[config.mk]
export PLATFORM = sky130hd
export DESIGN_NAME = wwdt_top
export DESIGN_NICKNAME = d
export VERILOG_FILES = /design/src/verilog/wwdt_pkg.sv /design/src/verilog/wwdt_top.sv /design/src/verilog/wwdt_prescale.sv /design/src/verilog/wwdt_pulse.sv
export SDC_FILE = /design/constraint.sdc
export NUM_CORES = 1
export LEC_CHECK = 0
export ABC_AREA = 1
export BUFFER_PORTS_ARGS = -buffer_cell sky130_fd_sc_hd__buf_2
export CAP_MARGIN = 20
export CORE_MARGIN = 5
export CORE_UTILIZATION = 23
export CTS_BUF_LIST = sky130_fd_sc_hd__clkbuf_4 sky130_fd_sc_hd__clkbuf_8
export CTS_CLUSTER_SIZE = 40
export DETAILED_ROUTE_END_ITERATION = 16
export HOLD_SLACK_MARGIN = 0.12
export PLACE_DENSITY = 0.46
export SLEW_MARGIN = 20
export SYNTH_ARGS = -nofsm -noshare
export SYNTH_HDL_FRONTEND = slang
export SYNTH_SLANG_ARGS = --single-unit
[constraint.sdc]
create_clock -name mclk -period 1.7 [get_ports mclk]
set_input_delay 0.425 -clock mclk [delete_from_list [all_inputs] [get_ports mclk]]
set_output_delay 0.425 -clock mclk [all_outputs]
set_load 0.01 [all_outputs]
[src/verilog/wwdt_pkg.sv]
// package for the windowed watchdog: register offsets, fields, timing
// assumes an 8-bit register map reached over classic wishbone
package wwdt_pkg;
    // register byte offsets (word aligned on the 32-bit bus)
    localparam logic [7:0] WWDT_CTRL_IDX = 8'h2a;
    localparam logic [9:0] WWDT_CTRL_ADDR = {WWDT_CTRL_IDX, 2'b00};
    localparam logic [9:0] WWDT_STAT_ADDR = 10'h0ac;
    // control and status fields and reset values
    localparam int WWDT_ACT_BIT = 7;
    localparam int WWDT_TOP_BIT = 6;
    localparam logic [7:0] WWDT_CTRL_RST = 8'h7f;
    localparam logic [7:0] WWDT_STAT_RST = 8'h00;
    localparam int WWDT_FLAG_BIT = 0;
    // timing
    localparam int WWDT_BLOCK_CYCLES = 12288;
    localparam int WWDT_CLK_MHZ = 25;
    localparam int WWDT_PULSE_NS = 30000;
    localparam int WWDT_PULSE_CYCLES = WWDT_PULSE_NS * WWDT_CLK_MHZ / 1000;
    typedef enum logic [1:0] {
        WWDT_IDLE,
        WWDT_PULSE
    } wwdt_state_t;
endpackage

[src/verilog/wwdt_top.sv]
// windowed watchdog: control/status registers, countdown, reset pulse
// assumes classic wishbone master on mclk; rst is the system reset and
// por the power on/off reset; the pulse on reset_n resets the cpu outside
//
// Overview of operation
// - count steps down by one every 12288 machine cycles
// - active and count falls 40h to 3Fh: reset pin low about 30us
// - watchdog off after reset; once set, activation stays until reset
// - write with activation set and top bit clear forces a reset
// - halt while active resets at once; wait has no effect
// - always-on option makes watchdog active, ignoring activation bit
// - control holds activation bit 7, count 6:0, resets to 7Fh
// - flag bit 0 set by dog reset, cleared by writing 0 or power reset
// - without low-voltage-detector reset the status register is unused
`timescale 1ns/100ps
module wwdt_top
    import wwdt_pkg::*;
#(
    parameter int BLOCK = WWDT_BLOCK_CYCLES,
    parameter int PULSE = WWDT_PULSE_CYCLES,
    parameter bit HAS_LVD = 1'b1
) (
    // clock and resets
    input wire logic mclk,
    input wire logic rst,
    input wire logic por,
    // wishbone slave
    input wire logic wb_cyc_i,
    input wire logic wb_stb_i,
    input wire logic wb_we_i,
    input wire logic [11:0] wb_adr_i,
    input wire logic [3:0] wb_sel_i,
    input wire logic [31:0] wb_dat_i,
    output logic [31:0] wb_dat_o,
    output logic wb_ack_o,
    output logic wb_err_o,
    // cpu and option inputs
    input wire logic always_on,
    input wire logic halt_exec,
    input wire logic wait_mode,
    // reset pin and state
    output logic dog_reset_n,
    output logic watchdog_active
);
    logic activation_bit;
    logic [6:0] countdown;
    logic dog_reset_flag;
    logic tick;
    logic busy;
    logic [31:0] next_dat;

    initial begin
        if (BLOCK > 65536 || PULSE > 65535) begin
            $error("wwdt_top: counts too large");
        end
    end

    // bus decode: a request is answered one cycle after it is seen
    wire req = wb_cyc_i && wb_stb_i && !wb_ack_o && !wb_err_o;
    wire hit_ctrl = (wb_adr_i[11:2] == {2'b00, WWDT_CTRL_ADDR[9:2]});
    wire hit_stat = (wb_adr_i[11:2] == {2'b00, WWDT_STAT_ADDR[9:2]});
    wire hit = hit_ctrl || hit_stat;
    wire lane0 = wb_sel_i[0];
    wire wr_ctrl = req && wb_we_i && hit_ctrl && lane0;
    wire wr_stat = req && wb_we_i && hit_stat && lane0;
    wire [7:0] wdat = wb_dat_i[7:0];

    // the option pin stands in for the activation bit
    assign watchdog_active = activation_bit || always_on;

    // countdown edge and forced reset sources
    wire [6:0] dec_count = countdown - 7'h01;
    // a reload in the tick cycle wins, so a timely refresh never trips
    wire roll = tick && !wr_ctrl && countdown[WWDT_TOP_BIT] &&
        !dec_count[WWDT_TOP_BIT];
    wire next_act = activation_bit || wdat[WWDT_ACT_BIT];
    wire sw_fire = wr_ctrl && (next_act || always_on) &&
        !wdat[WWDT_TOP_BIT];
    wire halt_fire = halt_exec && watchdog_active;
    // wait_mode is deliberately unused: the countdown keeps running
    wire dog_fire = (watchdog_active && roll) || sw_fire || halt_fire;

    wwdt_prescale #(
        .DIV(BLOCK)
    ) u_pre (
        .mclk(mclk),
        .rst(rst),
        .restart(wr_ctrl),
        .tick(tick)
    );

    wwdt_pulse #(
        .LEN(PULSE)
    ) u_pulse (
        .mclk(mclk),
        .rst(rst),
        .fire(dog_fire),
        .reset_n(dog_reset_n),
        .busy(busy)
    );

    // control register: activation is sticky until reset
    always_ff @(posedge mclk) begin
        if (rst) begin
            activation_bit <= WWDT_CTRL_RST[WWDT_ACT_BIT];
            countdown <= WWDT_CTRL_RST[6:0];
        end else if (wr_ctrl) begin
            activation_bit <= next_act;
            countdown <= wdat[6:0];
        end else if (tick) begin
            countdown <= dec_count;
        end
    end

    // flag survives the watchdog's own reset; only por or a write of 0 clears
    // it, and a new event in the write cycle wins
    always_ff @(posedge mclk) begin
        if (por || !HAS_LVD) begin
            dog_reset_flag <= 1'b0;
        end else if (dog_fire) begin
            dog_reset_flag <= 1'b1;
        end else if (wr_stat) begin
            dog_reset_flag <= wdat[WWDT_FLAG_BIT];
        end
    end

    // read mux, bits above the byte read as zero
    always_comb begin
        next_dat = '0;
        if (hit_ctrl) begin
            next_dat[7:0] = {activation_bit, countdown};
        end else if (hit_stat) begin
            next_dat[WWDT_FLAG_BIT] = dog_reset_flag;
        end
    end

    // one-cycle answer; unmapped addresses get err
    always_ff @(posedge mclk) begin
        if (rst) begin
            wb_ack_o <= 1'b0;
            wb_err_o <= 1'b0;
            wb_dat_o <= '0;
        end else begin
            wb_ack_o <= req && hit;
            wb_err_o <= req && !hit;
            wb_dat_o <= next_dat;
        end
    end
endmodule

[src/verilog/wwdt_prescale.sv]
// divides the cpu clock into one-cycle ticks every block of machine cycles
// assumes one machine cycle per mclk edge
`timescale 1ns/100ps
module wwdt_prescale
    import wwdt_pkg::*;
#(
    parameter int DIV = WWDT_BLOCK_CYCLES
) (
    // clock and reset
    input wire logic mclk,
    input wire logic rst,
    // restart and tick
    input wire logic restart,
    output logic tick
);
    localparam int W = $clog2(DIV);
    logic [W-1:0] cnt;

    initial begin
        if (DIV < 2) begin
            $error("wwdt_prescale: DIV must be at least 2");
        end
    end

    // restarting on reload keeps each countdown step a full block long
    always_ff @(posedge mclk) begin
        if (rst || restart || tick) begin
            cnt <= '0;
        end else begin
            cnt <= cnt + 1'b1;
        end
    end

    assign tick = (cnt == W'(DIV - 1));
endmodule

[src/verilog/wwdt_pulse.sv]
// stretches a reset request into a low pulse of fixed length
// assumes the request is a one-cycle pulse
`timescale 1ns/100ps
module wwdt_pulse
    import wwdt_pkg::*;
#(
    parameter int LEN = WWDT_PULSE_CYCLES
) (
    // clock and reset
    input wire logic mclk,
    input wire logic rst,
    // request and pin
    input wire logic fire,
    output logic reset_n,
    output logic busy
);
    localparam int W = $clog2(LEN + 1);
    wwdt_state_t state;
    logic [W-1:0] cnt;

    initial begin
        if (LEN < 1) begin
            $error("wwdt_pulse: LEN must be at least 1");
        end
    end

    // a new request during a pulse is absorbed by it
    always_ff @(posedge mclk) begin
        if (rst) begin
            state <= WWDT_IDLE;
            cnt <= '0;
        end else begin
            case (state)
                WWDT_IDLE: begin
                    if (fire) begin
                        state <= WWDT_PULSE;
                        cnt <= W'(LEN - 1);
                    end
                end
                WWDT_PULSE: begin
                    if (cnt == '0) begin
                        state <= WWDT_IDLE;
                    end else begin
                        cnt <= cnt - 1'b1;
                    end
                end
                default: state <= WWDT_IDLE;
            endcase
        end
    end

    assign busy = (state == WWDT_PULSE);
    assign reset_n = !busy;
endmodule

==> impl_metrics.json <==
{
  "antenna_found_initial": 0,
  "status": "finished, final reports clean",
  "cp-end-kind": "register",
  "final_common_cell": "dfxtp_1",
  "multiInputGateArea_sq_um": 1290,
  "initial_utilization_pct": 23.6,
  "grt_pass1_wl_microns": 8450,
  "regToRegEndpoint": "u_pulse.cnt[6]$_SDFFE_PP0P_",
  "cp.arrival_ns": 1.85,
  "clockBufferDepth": 2,
  "r2r_start": "u_pre.cnt[0]$_SDFF_PP0_",
  "min_period_over_period_pct": 94.3,
  "min_to": "countdown[2]$_SDFFE_PP1P_",
  "final_cell_mix": "dfxtp_1, buf_2, inv_1",
  "rr_worst_depth": 13,
  "ir_worst_vdd_uv": 501,
  "maxCapViolations": 0,
  "switching_share_pct": 28.0,
  "synth.cell_area_sq_um": 2310,
  "critPathKind": "register to register",
  "design.die.area_sq_um": 12200,
  "ant_nets": 0,
  "power_frac_comb_pct": 19.9,
  "grt.total_usage_pct": 8.86,
  "hold_ws_ns": 0.371,
  "vias": 1996,
  "fin_skew_ns": 0.00870,
  "grt_max_degree": 16,
  "hold_violations": 0,
  "wl_per_cell_microns": 10.6,
  "internal-power_mw": 1.72,
  "pin_count": 93,
  "dp_hpwl_microns": 4080,
  "dp.cells": 495,
  "drt-total-wl_microns": 5390,
  "ys_warn_count": 0,
  "ctsHoldBuffers": 0,
  "seq_area_sq_um": 886,
  "leakage_nw": 1.42,
  "min-delay-start": "wb_dat_i[2]",
  "synthArstFlopShare_pct": 0,
  "drive_above_1_share_pct": 36.9,
  "clockPowerShare_pct": 33.7,
  "gp_congestion": 0.789,
  "fmax_mhz": 624,
  "grt-ovfl-total": 0,
  "ctsRootBufferMaster": "clkbuf_8",
  "slew_viol_final": 0,
  "hold_class": "input pin to register",
  "grt_pass1_vias": 1838,
  "vias_per_cell": 3.94,
  "cts_tree": "yes",
  "die_w_microns": 110,
  "hold_depth": 3,
  "cts_buffers": 5,
  "area_growth_pct": 33.7,
  "setup_viol": 0,
  "p_per_area_nw_per_um2": 775,
  "synth-seq-cells": 44,
  "io_buffers": 38,
  "synthCells": 298,
  "cts_max_level": 2,
  "path_max_fanout": 5,
  "path_clk_slew_ns": 0.09,
  "die_h_microns": 110,
  "cp.required_ns": 1.94,
  "switchingPower_mw": 0.672,
  "p_seq_share_pct": 46.4,
  "synth_area_per_cell_sq_um": 7.75,
  "first_iter_violations": 61,
  "synth-edff-count": 0,
  "synth_flop_cell": "dfxtp_1",
  "dr.pass1.iters": 4,
  "synth_cell_types": 39,
  "rsz0062_at_grt": "true",
  "finalNonFillerCells": 507,
  "clock_latency_ns": 0.30,
  "critical_path.startpoint": "u_pre.cnt[0]$_SDFF_PP0_",
  "rows": 36,
  "start_kind": "register",
  "antenna_cells": 0,
  "drc": 0,
  "ff2ff_setup_slack_ns": 0.1,
  "ys_seq_area_share_pct": 38.1,
  "n_fill_cell": 1054,
  "core_area_sq_um": 9770,
  "nNetsFinal": 433,
  "fin_crit_ns": 1.60,
  "clock_sinks": 44
}
cells in the mapped netlist (2+ instances only):
cell type / number / area share [%]
nor2_1: 35 / 5.7
o211ai_1: 3 / 0.97
o21ai_1: 2 / 0.43
nand3_1: 15 / 3.2
buf_6: 2 / 0.97
nand2_2: 6 / 1.6
o221ai_1: 4 / 1.5
nor2_4: 7 / 3.4
xnor2_1: 2 / 0.76
or2_2: 2 / 0.54
o21ai_0: 9 / 1.9
clkbuf_1: 2 / 0.32
nand3_2: 2 / 0.87
nor3b_1: 5 / 1.6
inv_2: 3 / 0.49
nand2_4: 2 / 0.97
dfxtp_1: 44 / 38
xor2_1: 10 / 3.8
inv_1: 40 / 6.5
ha_1: 3 / 1.6
buf_4: 24 / 7.8
nand2_1: 36 / 5.8
nor2_2: 2 / 0.54
a31oi_1: 3 / 0.81
nand4_1: 3 / 0.81
a21oi_1: 16 / 3.5
nor3_1: 4 / 0.87
logic make-up (layout without fill, tap and decap cells):
kind of cell / after synthesis / in the layout / synth area share [%]
simple gates: 123 / 124 / 28.0
fa+ha+maj: 3 / 3 / 1.62
xor+xnor: 12 / 12 / 4.55
compound gates: 43 / 43 / 11.3
buf+inv: 72 / 124 / 16.2
other cells: 1 / 24 / 0.162
flops: 44 / 44 / 38.1
area by class of cell:
cell class	count	area share [%]
clock inverters	3	1.38
repair buffers	72	15.3
flip-flops and latches	44	28.7
well taps	133	5.38
inverters	44	5.34
clock buffers	5	2.23
multi-input cells	206	41.7
power groups by stage:
stage	clock, mW	sequential (mW)	combinational [mW]
after floorplan	0	1.12	0.302
after global placement	0	1.13	0.410
after detailed placement	0	1.13	0.413
after CTS	0.849	1.10	0.420
after global routing	0.890	1.12	0.540
final	0.806	1.11	0.477
timing repair:
| action | in CTS | in global routing |
|---|---|---|
| setup buffers | 0 | 3 |
| gates cloned | 0 | 1 |
| pin swaps | 0 | 13 |
| setup endpoints to repair | 5 | 23 |
| resized for setup | 3 | 37 |
| endpoints found under the hold margin | 0 | 0 |
worst max-delay path by stage:
stage                                  endpoint  slack (ns)  depth (start not counted)
finish              u_pulse.cnt[6]$_SDFFE_PP0P_         0.1                         13
detailed placement  u_pulse.cnt[5]$_SDFFE_PP0P_       -0.17                         14
global route        u_pulse.cnt[6]$_SDFFE_PP0P_       -0.04                         13
CTS                 u_pulse.cnt[5]$_SDFFE_PP0P_       0.003                         12
floorplan           u_pulse.cnt[8]$_SDFFE_PP0P_        0.14                         13
global placement    u_pulse.cnt[7]$_SDFFE_PP0P_       -0.15                         14
flip-flops by register name (all words and copies together) (netlist names):
register,cells
wb_err_o,1
wb_dat_o,8
wb_ack_o,1
u_pre.cnt,14
u_pulse.state,1
activation_bit,1
u_pulse.cnt,10
countdown,7
dog_reset_flag,1
through the flow:
stage / setup TNS, ns / cell area (sq um) / util, % / setup WS, ns / power, mW
detailed placement: -1.32 / 2800 / 28.7 / -0.171 / 1.54
global placement: -1.08 / 2800 / 28.7 / -0.148 / 1.54
finish: 0 / 3090 / 31.6 / 0.0965 / 2.39
global route: -0.154 / 3090 / 31.6 / -0.0365 / 2.55
CTS: 0 / 2920 / 29.9 / 0.00285 / 2.37
floorplan: 0 / 2400 / - / 0.141 / 1.42
per-layer routing:
| metal | up-vias | share of wire, % | track usage, % |
|---|---|---|---|
| li1 | 1058 | - | - |
| met1 | 873 | 49 | 12.4 |
| met2 | 60 | 41 | 12.8 |
| met3 | 5 | 8.9 | 2.62 |
| met4 | 0 | 1.4 | 3.17 |
| met5 | - | 0 | 0 |
worst max-delay path, stage by stage, from the launching register on:
cell     delay (ns)
dfxtp_2        0.36
ha_4           0.15
nand2_4        0.05
nor2_4         0.13
nand3_4        0.09
nor2_4         0.14
nand3_2        0.08
nand2_2        0.07
nand2_2        0.06
nand2_4        0.09
nand2_4        0.08
nand2_4        0.11
nand3_2        0.06
nand2_1        0.07
No activity file was read; power rests on OpenSTA's default activity.
